<file path="src/hdl/lsr_pkg.sv">
/*
  Constants for the latency-tolerance and L1 PM substates register slice:
  offsets, field positions, reset values and widths.
  Assumes dword-aligned 12-bit configuration addresses.
*/
package lsr_pkg;

  // register offsets (byte addresses in configuration space)
  localparam logic [11:0] OFF_LATENCY  = 12'h234;
  localparam logic [11:0] OFF_CAP_HDR  = 12'h240;
  localparam logic [11:0] OFF_CAP      = 12'h244;
  localparam logic [11:0] OFF_CTRL1    = 12'h248;
  localparam logic [11:0] OFF_CTRL2    = 12'h24C;
  localparam logic [11:0] OFF_LTSSM    = 12'h33C;
  localparam logic [11:0] OFF_SLOT     = 12'h340;

  // latency register fields
  localparam int unsigned LTR_VAL_W     = 10;
  localparam int unsigned LTR_SCL_W     = 3;
  localparam int unsigned SNP_VAL_LSB   = 0;
  localparam int unsigned SNP_SCL_LSB   = 10;
  localparam int unsigned NSNP_VAL_LSB  = 16;
  localparam int unsigned NSNP_SCL_LSB  = 26;
  localparam logic [9:0]  RST_LTR_VAL   = 10'h000;
  localparam logic [2:0]  RST_LTR_SCL   = 3'h0;

  // effective latency: value times 32 to the power of scale, in ns
  localparam int unsigned LTR_NS_W      = 35;
  localparam logic [2:0]  LTR_SCALE_MAX = 3'h5;

  // extended capability header
  localparam logic [15:0] CAP_ID        = 16'h001E;
  localparam logic [3:0]  CAP_VER       = 4'h1;
  localparam logic [11:0] CAP_NEXT      = 12'h000;
  localparam logic [31:0] CAP_HDR_VALUE = {CAP_NEXT, CAP_VER, CAP_ID};

  // substates capability bits
  localparam int unsigned CAP_W         = 5;
  localparam int unsigned CAP_PM_BIT    = 1;
  localparam int unsigned CAP_ASPM_BIT  = 3;
  localparam int unsigned CAP_SUBST_BIT = 4;
  localparam logic [4:0]  CAP_MASK      = 5'h1A;
  localparam logic [4:0]  RST_CAP       = 5'h12;

  // substates control 1 and 2
  localparam int unsigned CTRL_PM_BIT   = 1;
  localparam int unsigned CTRL_ASPM_BIT = 3;
  localparam logic        RST_CTRL_EN   = 1'h0;
  localparam logic [31:0] CTRL2_VALUE   = 32'h0000_0000;

  // vendor status words
  localparam int unsigned LTSSM_W       = 8;
  localparam logic [7:0]  RST_LTSSM     = 8'h00;
  localparam logic [7:0]  LTSSM_MASK    = 8'hFF;
  localparam int unsigned SLOT_W        = 16;
  localparam logic [15:0] RST_SLOT      = 16'h0000;
  localparam logic [15:0] SLOT_MASK     = 16'hFFFF;

endpackage

</file>
<file path="src/hdl/lsr_ro_word.sv">
/*
  Read-only word whose default can be replaced by the management path
  (SMBus, I2C or EEPROM autoload). Configuration writes never reach it.
  Assumes the management load strobe is on the core clock.
*/
`timescale 1ns/1ps
module lsr_ro_word #(
  parameter int unsigned W    = 8,
  parameter logic [11:0] ADDR = 12'h000,
  parameter logic [W-1:0] RST = '0,
  parameter logic [W-1:0] MASK = '1
) (
  input  wire logic          sys_clk_i,
  input  wire logic          nrst_i,
  input  wire logic          ld_i,
  input  wire logic [11:0]   ld_addr_i,
  input  wire logic [31:0]   ld_data_i,
  output logic      [W-1:0]  val_o
);

  typedef struct packed {
    logic [W-1:0] val;
  } lsr_ro_state_t;

  lsr_ro_state_t cur;
  lsr_ro_state_t next_cur;

  always_comb begin
    next_cur = cur;
    // reserved positions stay zero whatever is loaded
    if (ld_i && (ld_addr_i[11:2] == ADDR[11:2])) begin
      next_cur.val = ld_data_i[W-1:0] & MASK;
    end
  end

  always_ff @(posedge sys_clk_i or negedge nrst_i) begin
    if (!nrst_i) begin
      cur.val <= RST;
    end else begin
      cur <= next_cur;
    end
  end

  assign val_o = cur.val;

endmodule

</file>
<file path="src/hdl/lsr_ltr_scale.sv">
/*
  Converts a latency value and scale code into nanoseconds.
  Purely combinational; the caller registers the result.
*/
`timescale 1ns/1ps
module lsr_ltr_scale (
  input  wire logic [9:0]  val_i,
  input  wire logic [2:0]  scale_i,
  output logic      [34:0] ns_o
);

  logic [5:0] shift;

  always_comb begin
    // 32^scale is a left shift by five times the scale
    shift = 6'({scale_i, 2'h0}) + 6'(scale_i);
    ns_o  = 35'h0;
    // codes above five are not permitted and give zero
    if (scale_i <= lsr_pkg::LTR_SCALE_MAX) begin
      ns_o = {25'h0, val_i} << shift;
    end
  end

endmodule

</file>
<file path="src/hdl/lsr_ltr_l1_regs.sv">
/*
  Latency tolerance limits and L1 PM substates register slice of a
  switch upstream port, with two vendor status words.
  Assumes a single-cycle configuration request port on the core clock
  and a management load strobe (SMBus, I2C, EEPROM) on the same clock.
*/
`timescale 1ns/1ps
//
// Contract
// 10-bit snoop latency value, bits 9:0, writable, resets to zero.
// 3-bit snoop latency scale, bits 12:10, writable, resets to zero.
// 10-bit no-snoop latency value, bits 25:16, writable, resets to zero.
// 3-bit no-snoop latency scale, bits 28:26, writable, resets to zero.
// latency bits 15:13 and 31:29 read zero; writes ignored.
// capability header bits 15:0 read 001Eh.
// capability header bits 19:16 read version 1h.
// next-capability pointer bits 31:20 reads zero, list ends here.
// PCI-PM L1.1 supported, read-only bit 1, resets to one.
// ASPM L1.1 supported, read-only bit 3, resets to zero.
// L1 PM substates supported, read-only bit 4, resets to one.
// support defaults replaceable by management path, never by configuration writes.
// control 1 bit 1 is PCI-PM L1.1 enable, cleared at reset.
// control 1 bit 3 is ASPM L1.1 enable, cleared at reset.
// 8-bit read-only link training word, resets zero, management loadable.
// 16-bit read-only slot change word, resets zero, management loadable.
// effective latency is value times 32 to the power of scale, ns.
module lsr_ltr_l1_regs (
  input  wire logic        sys_clk_i,
  input  wire logic        nrst_i,
  input  wire logic        cfg_req_i,
  input  wire logic        cfg_wr_i,
  input  wire logic [11:0] cfg_addr_i,
  input  wire logic [3:0]  cfg_be_i,
  input  wire logic [31:0] cfg_wdata_i,
  output logic             cfg_ack_o,
  output logic             cfg_miss_o,
  output logic      [31:0] cfg_rdata_o,
  input  wire logic        mgmt_ld_i,
  input  wire logic [11:0] mgmt_addr_i,
  input  wire logic [31:0] mgmt_data_i,
  output logic             pm_l11_en_o,
  output logic             aspm_l11_en_o,
  output logic      [34:0] snoop_lat_ns_o,
  output logic      [34:0] nosnoop_lat_ns_o
);

  typedef struct packed {
    logic [9:0]  snp_val;
    logic [2:0]  snp_scl;
    logic [9:0]  nsnp_val;
    logic [2:0]  nsnp_scl;
    logic        pm_en;
    logic        aspm_en;
    logic        ack;
    logic        miss;
    logic [31:0] rdata;
    logic [34:0] snp_ns;
    logic [34:0] nsnp_ns;
  } lsr_state_t;

  lsr_state_t cur;
  lsr_state_t next_cur;

  logic [4:0]  cap_bits;
  logic [7:0]  ltssm_word;
  logic [15:0] slot_word;
  logic [34:0] snp_ns_calc;
  logic [34:0] nsnp_ns_calc;
  logic [31:0] lat_new;
  logic [31:0] rd_word;

  // dword match; the two low address bits are ignored
  function automatic logic hit(input logic [11:0] a, input logic [11:0] off);
    hit = (a[11:2] == off[11:2]);
  endfunction

  function automatic logic mapped(input logic [11:0] a);
    mapped = hit(a, lsr_pkg::OFF_LATENCY) || hit(a, lsr_pkg::OFF_CAP_HDR) ||
             hit(a, lsr_pkg::OFF_CAP)     || hit(a, lsr_pkg::OFF_CTRL1)   ||
             hit(a, lsr_pkg::OFF_CTRL2)   || hit(a, lsr_pkg::OFF_LTSSM)   ||
             hit(a, lsr_pkg::OFF_SLOT);
  endfunction

  // reserved positions are left zero by construction
  function automatic logic [31:0] lat_word(input lsr_state_t s);
    lat_word = 32'h0;
    lat_word[lsr_pkg::SNP_VAL_LSB  +: lsr_pkg::LTR_VAL_W] = s.snp_val;
    lat_word[lsr_pkg::SNP_SCL_LSB  +: lsr_pkg::LTR_SCL_W] = s.snp_scl;
    lat_word[lsr_pkg::NSNP_VAL_LSB +: lsr_pkg::LTR_VAL_W] = s.nsnp_val;
    lat_word[lsr_pkg::NSNP_SCL_LSB +: lsr_pkg::LTR_SCL_W] = s.nsnp_scl;
  endfunction

  function automatic logic [31:0] merge_be(input logic [31:0] old,
                                           input logic [31:0] wd,
                                           input logic [3:0]  be);
    merge_be = old;
    for (int i = 0; i < 4; i++) begin
      if (be[i]) begin
        merge_be[i*8 +: 8] = wd[i*8 +: 8];
      end
    end
  endfunction

  // support flags: defaults replaceable only from the management side
  lsr_ro_word #(
    .W    (lsr_pkg::CAP_W),
    .ADDR (lsr_pkg::OFF_CAP),
    .RST  (lsr_pkg::RST_CAP),
    .MASK (lsr_pkg::CAP_MASK)
  ) u_cap (
    .sys_clk_i (sys_clk_i),
    .nrst_i    (nrst_i),
    .ld_i      (mgmt_ld_i),
    .ld_addr_i (mgmt_addr_i),
    .ld_data_i (mgmt_data_i),
    .val_o     (cap_bits)
  );

  lsr_ro_word #(
    .W    (lsr_pkg::LTSSM_W),
    .ADDR (lsr_pkg::OFF_LTSSM),
    .RST  (lsr_pkg::RST_LTSSM),
    .MASK (lsr_pkg::LTSSM_MASK)
  ) u_ltssm (
    .sys_clk_i (sys_clk_i),
    .nrst_i    (nrst_i),
    .ld_i      (mgmt_ld_i),
    .ld_addr_i (mgmt_addr_i),
    .ld_data_i (mgmt_data_i),
    .val_o     (ltssm_word)
  );

  lsr_ro_word #(
    .W    (lsr_pkg::SLOT_W),
    .ADDR (lsr_pkg::OFF_SLOT),
    .RST  (lsr_pkg::RST_SLOT),
    .MASK (lsr_pkg::SLOT_MASK)
  ) u_slot (
    .sys_clk_i (sys_clk_i),
    .nrst_i    (nrst_i),
    .ld_i      (mgmt_ld_i),
    .ld_addr_i (mgmt_addr_i),
    .ld_data_i (mgmt_data_i),
    .val_o     (slot_word)
  );

  lsr_ltr_scale u_snp_scale (
    .val_i   (cur.snp_val),
    .scale_i (cur.snp_scl),
    .ns_o    (snp_ns_calc)
  );

  lsr_ltr_scale u_nsnp_scale (
    .val_i   (cur.nsnp_val),
    .scale_i (cur.nsnp_scl),
    .ns_o    (nsnp_ns_calc)
  );

  // read multiplexer
  always_comb begin
    rd_word = 32'h0;
    if (hit(cfg_addr_i, lsr_pkg::OFF_LATENCY)) begin
      rd_word = lat_word(cur);
    end else if (hit(cfg_addr_i, lsr_pkg::OFF_CAP_HDR)) begin
      rd_word = lsr_pkg::CAP_HDR_VALUE;
    end else if (hit(cfg_addr_i, lsr_pkg::OFF_CAP)) begin
      rd_word = {27'h0, cap_bits};
    end else if (hit(cfg_addr_i, lsr_pkg::OFF_CTRL1)) begin
      rd_word[lsr_pkg::CTRL_PM_BIT]   = cur.pm_en;
      rd_word[lsr_pkg::CTRL_ASPM_BIT] = cur.aspm_en;
    end else if (hit(cfg_addr_i, lsr_pkg::OFF_CTRL2)) begin
      rd_word = lsr_pkg::CTRL2_VALUE;
    end else if (hit(cfg_addr_i, lsr_pkg::OFF_LTSSM)) begin
      rd_word = {24'h0, ltssm_word};
    end else if (hit(cfg_addr_i, lsr_pkg::OFF_SLOT)) begin
      rd_word = {16'h0, slot_word};
    end
  end

  always_comb begin
    next_cur         = cur;
    lat_new          = merge_be(lat_word(cur), cfg_wdata_i, cfg_be_i);
    next_cur.ack     = cfg_req_i;
    next_cur.miss    = cfg_req_i && !mapped(cfg_addr_i);
    next_cur.snp_ns  = snp_ns_calc;
    next_cur.nsnp_ns = nsnp_ns_calc;
    if (cfg_req_i && cfg_wr_i) begin
      // write answers carry zero data; read-only targets ignore the data
      next_cur.rdata = 32'h0;
      if (hit(cfg_addr_i, lsr_pkg::OFF_LATENCY)) begin
        next_cur.snp_val  = lat_new[lsr_pkg::SNP_VAL_LSB  +: lsr_pkg::LTR_VAL_W];
        next_cur.snp_scl  = lat_new[lsr_pkg::SNP_SCL_LSB  +: lsr_pkg::LTR_SCL_W];
        next_cur.nsnp_val = lat_new[lsr_pkg::NSNP_VAL_LSB +: lsr_pkg::LTR_VAL_W];
        next_cur.nsnp_scl = lat_new[lsr_pkg::NSNP_SCL_LSB +: lsr_pkg::LTR_SCL_W];
      end else if (hit(cfg_addr_i, lsr_pkg::OFF_CTRL1) && cfg_be_i[0]) begin
        next_cur.pm_en   = cfg_wdata_i[lsr_pkg::CTRL_PM_BIT];
        next_cur.aspm_en = cfg_wdata_i[lsr_pkg::CTRL_ASPM_BIT];
      end
    end else if (cfg_req_i) begin
      next_cur.rdata = rd_word;
    end
  end

  always_ff @(posedge sys_clk_i or negedge nrst_i) begin
    if (!nrst_i) begin
      cur          <= '0;
      cur.snp_val  <= lsr_pkg::RST_LTR_VAL;
      cur.snp_scl  <= lsr_pkg::RST_LTR_SCL;
      cur.nsnp_val <= lsr_pkg::RST_LTR_VAL;
      cur.nsnp_scl <= lsr_pkg::RST_LTR_SCL;
      cur.pm_en    <= lsr_pkg::RST_CTRL_EN;
      cur.aspm_en  <= lsr_pkg::RST_CTRL_EN;
    end else begin
      cur <= next_cur;
    end
  end

  assign cfg_ack_o        = cur.ack;
  assign cfg_miss_o       = cur.miss;
  assign cfg_rdata_o      = cur.rdata;
  // enables steer the link power logic; both link ends must set them
  assign pm_l11_en_o      = cur.pm_en;
  assign aspm_l11_en_o    = cur.aspm_en;
  assign snoop_lat_ns_o   = cur.snp_ns;
  assign nosnoop_lat_ns_o = cur.nsnp_ns;

  logic cap_loaded;
  logic cfg_rd;
  logic cfg_wr;

  assign cfg_rd = cfg_req_i && !cfg_wr_i;
  assign cfg_wr = cfg_req_i && cfg_wr_i;

  always_ff @(posedge sys_clk_i or negedge nrst_i) begin
    if (!nrst_i) begin
      cap_loaded <= 1'b0;
    end else if (mgmt_ld_i && hit(mgmt_addr_i, lsr_pkg::OFF_CAP)) begin
      cap_loaded <= 1'b1;
    end
  end
endmodule

</file>
<file path="config.mk">
export PLATFORM = sky130hd
export DESIGN_NAME = lsr_ltr_l1_regs
export DESIGN_NICKNAME = d
export VERILOG_FILES = /design/src/hdl/lsr_pkg.sv /design/src/hdl/lsr_ro_word.sv /design/src/hdl/lsr_ltr_scale.sv /design/src/hdl/lsr_ltr_l1_regs.sv
export SDC_FILE = /design/constraint.sdc
export NUM_CORES = 1
export LEC_CHECK = 0
export BUFFER_PORTS_ARGS = -buffer_cell sky130_fd_sc_hd__buf_2
export CORE_AREA = 2 2 138 140
export DETAILED_ROUTE_END_ITERATION = 8
export DIE_AREA = 0 0 140 142
export GPL_TIMING_DRIVEN = 0
export PLACE_DENSITY = 0.72
export SLEW_MARGIN = 20
export SYNTH_ARGS = -nofsm -noshare
export SYNTH_HDL_FRONTEND = slang
export SYNTH_SLANG_ARGS = --single-unit
</file>
<file path="constraint.sdc">
create_clock -name sys_clk_i -period 3.7 [get_ports sys_clk_i]
set_clock_uncertainty 0.2 [all_clocks]
set_input_delay 0.37 -clock sys_clk_i [delete_from_list [all_inputs] [get_ports sys_clk_i]]
set_output_delay 0.37 -clock sys_clk_i [all_outputs]
set_load 0.01 [all_outputs]
</file>
==> run metrics <==
status=finished, violations left; failing checks=DRC; Crit path largest cell delay=0.40 ns; initial antenna violation count=0; starting density of the core=0.443; gpl congestion=0.891; Synth Warn #=0; CP max stage cell=dfrtp_1; Slew HR=0.462; post-synth top area share=0.471; initial drt markers=396; Die Height=142 microns; worst slack, placed=1.11 ns; share of cells above drive strength 1=0.439; Peak VDD IR=0.315 mV; IO Count=203; CP Max Fanout=10; min Tclk post-route=2.63 ns; pwr/cell area=354 mW/mm^2; clock root buffer=clkbuf_16; delay-heaviest family, CP=buffers and inverters; unrepaired setup endpoints after global routing=false; most frequent cells after synthesis=dfrtp_1 (154), buf_4 (103), mux2_2 (66), nor2_1 (43), mux2i_1 (38); TritonCTS Buffers=17; detailed placer's ending HPWL=14600 microns; vias=6244; CTS Hold Bufs=32; deepest clock path buffer count=2; worst path bufs/invs=4; Slew @ Worst Pin=0.799 ns; Worst Path Arrival=2.75 ns; Min-Delay Path Class=input pin to flip-flop; asr flop ratio synth=1.00; final worst slack=1.07 ns; fmax=0.381 GHz; synthesized flop and latch total=156; most frequently used flop master after synthesis=dfrtp_1; count leader, synth=dfrtp_1; total detailed-routing wirelength=20100 microns; Die Wd=140 microns; remaining global-route overflow=0; Crit. End Element=flip-flop; drt via density=5.24; total clock sinks=156; Synth Instances=718; Clock transition at path regs=0.06 ns; Slew Viols, Final=0; Pre-Repair DR Iteration Count=9; CP cell instances=ha_1 -> buf_2 -> buf_2 -> buf_1 -> buf_1 -> nand3_1 -> o22ai_1; post-cts resize count=0; fin area=0.0103 sq mm; Placed Area=0.00939 sq mm; critical path startpoint category=flip-flop; Area contributors post-synth=dfrtp_1 (47%), buf_4 (9.5%), mux2_2 (9.1%); Total Die Area=0.0199 sq mm; Yosys top cell by area=dfrtp_1; ANT cells=0; sequential fraction of the synthesis area=0.478; Max Cap Viol=0; required time worst endpoint=3.83 ns; EDFF count, synth=0; # port buffers=173; Final Hold Fails=0; drt drc=11; Pleak=5.21 nW; crit path kind=flip-flop to flip-flop; post-CTS setup buffers=0; core area=0.0185 sq mm; Placement Rows=50; Final Cycle Share=0.710; final setup fails=0; synthesis-to-finish area growth=25.9%; WL per Instance=16.9 microns; TritonCTS clock tree=yes; Mapped Area=0.00818 sq mm; H-tree depth=4; Clk Latency, worst-skew pair=0.42 ns; vias in the first global route=6015; Netlist cell types=62; Layout Nets=1046; gr usage total=0.208; final total power=3.65 mW; antenna-violating nets left=0; global-route wire length before repair=32500 microns; largest net degree at the start of global routing=101; Avg Inst Size Synth=11.4 sq um
[registers in the layout, summed over array words and instances, names as in the netlist]
name / flops
u_slot.val_o: 16
pm_l11_en_o: 1
u_ltssm.val_o: 8
u_cap.val_o: 3
cfg_rdata_o: 29
snoop_lat_ns_o: 35
nosnoop_lat_ns_o: 35
cur: 26
cfg_miss_o: 1
aspm_l11_en_o: 1
cfg_ack_o: 1
[logic make-up after synthesis]
group,Yosys count,share of synthesized area
AOI/OAI and AO/OA,123,0.108
adders and majority gates,4,0.00612
buffers and inverters,150,0.119
and+or+nand+nor,165,0.110
muxes,119,0.179
DFF,156,0.478
other,1,0.000459
[path summary, 6_finish.rpt]
| check | startpoint | endpoint | slack [ns] | depth (start not counted) |
|---|---|---|---|---|
| min in group asynchronous | nrst_i | nosnoop_lat_ns_o[26] | 0.37 | 2 |
| setup / recovery | cur[108] | nosnoop_lat_ns_o[21] | 1.07 | 7 |
| max in group asynchronous | nrst_i | pm_l11_en_o | 2.20 | 3 |
| setup reg to reg | cur[108] | nosnoop_lat_ns_o[21] | 1.07 | 7 |
| hold / removal | mgmt_data_i[3] | u_slot.val_o[3] | 0.009 | 2 |
| hold reg to reg | u_slot.val_o[12] | cfg_rdata_o[12] | 0.27 | 1 |
[worst reg2reg max path, stage by stage (launching register included)]
cell	delay, ns
dfrtp_1	0.40
ha_1	0.27
buf_2	0.23
buf_2	0.27
buf_1	0.40
buf_1	0.39
nand3_1	0.16
o22ai_1	0.21
[layout by cell type (no fill, tap or decap), drive strengths merged, types with 5 or more instances in the layout]
cell         netlist  layout
a21o               7       7
a21oi             12      12
a22o              22      22
a22oi             10      10
a32oi              5       5
and2               6       6
buf              120     294
clkbuf            21      41
dfrtp            154     154
dlygate4sd3        0      32
inv                9      12
mux2              66      66
mux2i             38      38
mux4              15      15
nand2             33      33
nand2b            10      10
nand3             13      13
nand4              7       7
nor2              43      43
nor2b              9       9
nor3              11      11
nor3b              9       9
o21ai             21      21
o22ai             17      17
[report_power, final]
| group | switching (mW) | internal [mW] |
|---|---|---|
| logic | 0.0994 | 0.0829 |
| clock network | 0.709 | 1.03 |
| registers | 0.00649 | 1.72 |
[metal layers]
layer	up-vias	share of wire	track usage
met4	0	0.016	0.0665
met5	-	0	0
met2	236	0.45	0.315
li1	2952	-	-
met3	24	0.062	0.0434
met1	3032	0.47	0.303
[cell type report]
class,count,area (sq um)
well taps,234,293
plain buffers,141,941
multi-input cells,414,3310
clock buffers,20,457
fillers,1624,8160
repair buffers,206,1220
clock inverters,12,136
inverters,9,33.8
flip-flops and latches,156,3910
[per-stage QoR]
| step | TNS [ns] | hold WS [ns] | std cells | util |
|---|---|---|---|---|
| global route | 0 | 0.00366 | 1192 | 0.558 |
| global placement | -27.66 | 0.260 | 1127 | 0.506 |
| detailed placement | 0 | 0.251 | 1128 | 0.509 |
| CTS | 0 | 0.0000739 | 1192 | 0.558 |
| floorplan | 0 | -0.126 | 720 | - |
| finish | 0 | 0.00930 | 1192 | 0.558 |
Power figures use the tool's default switching activity.
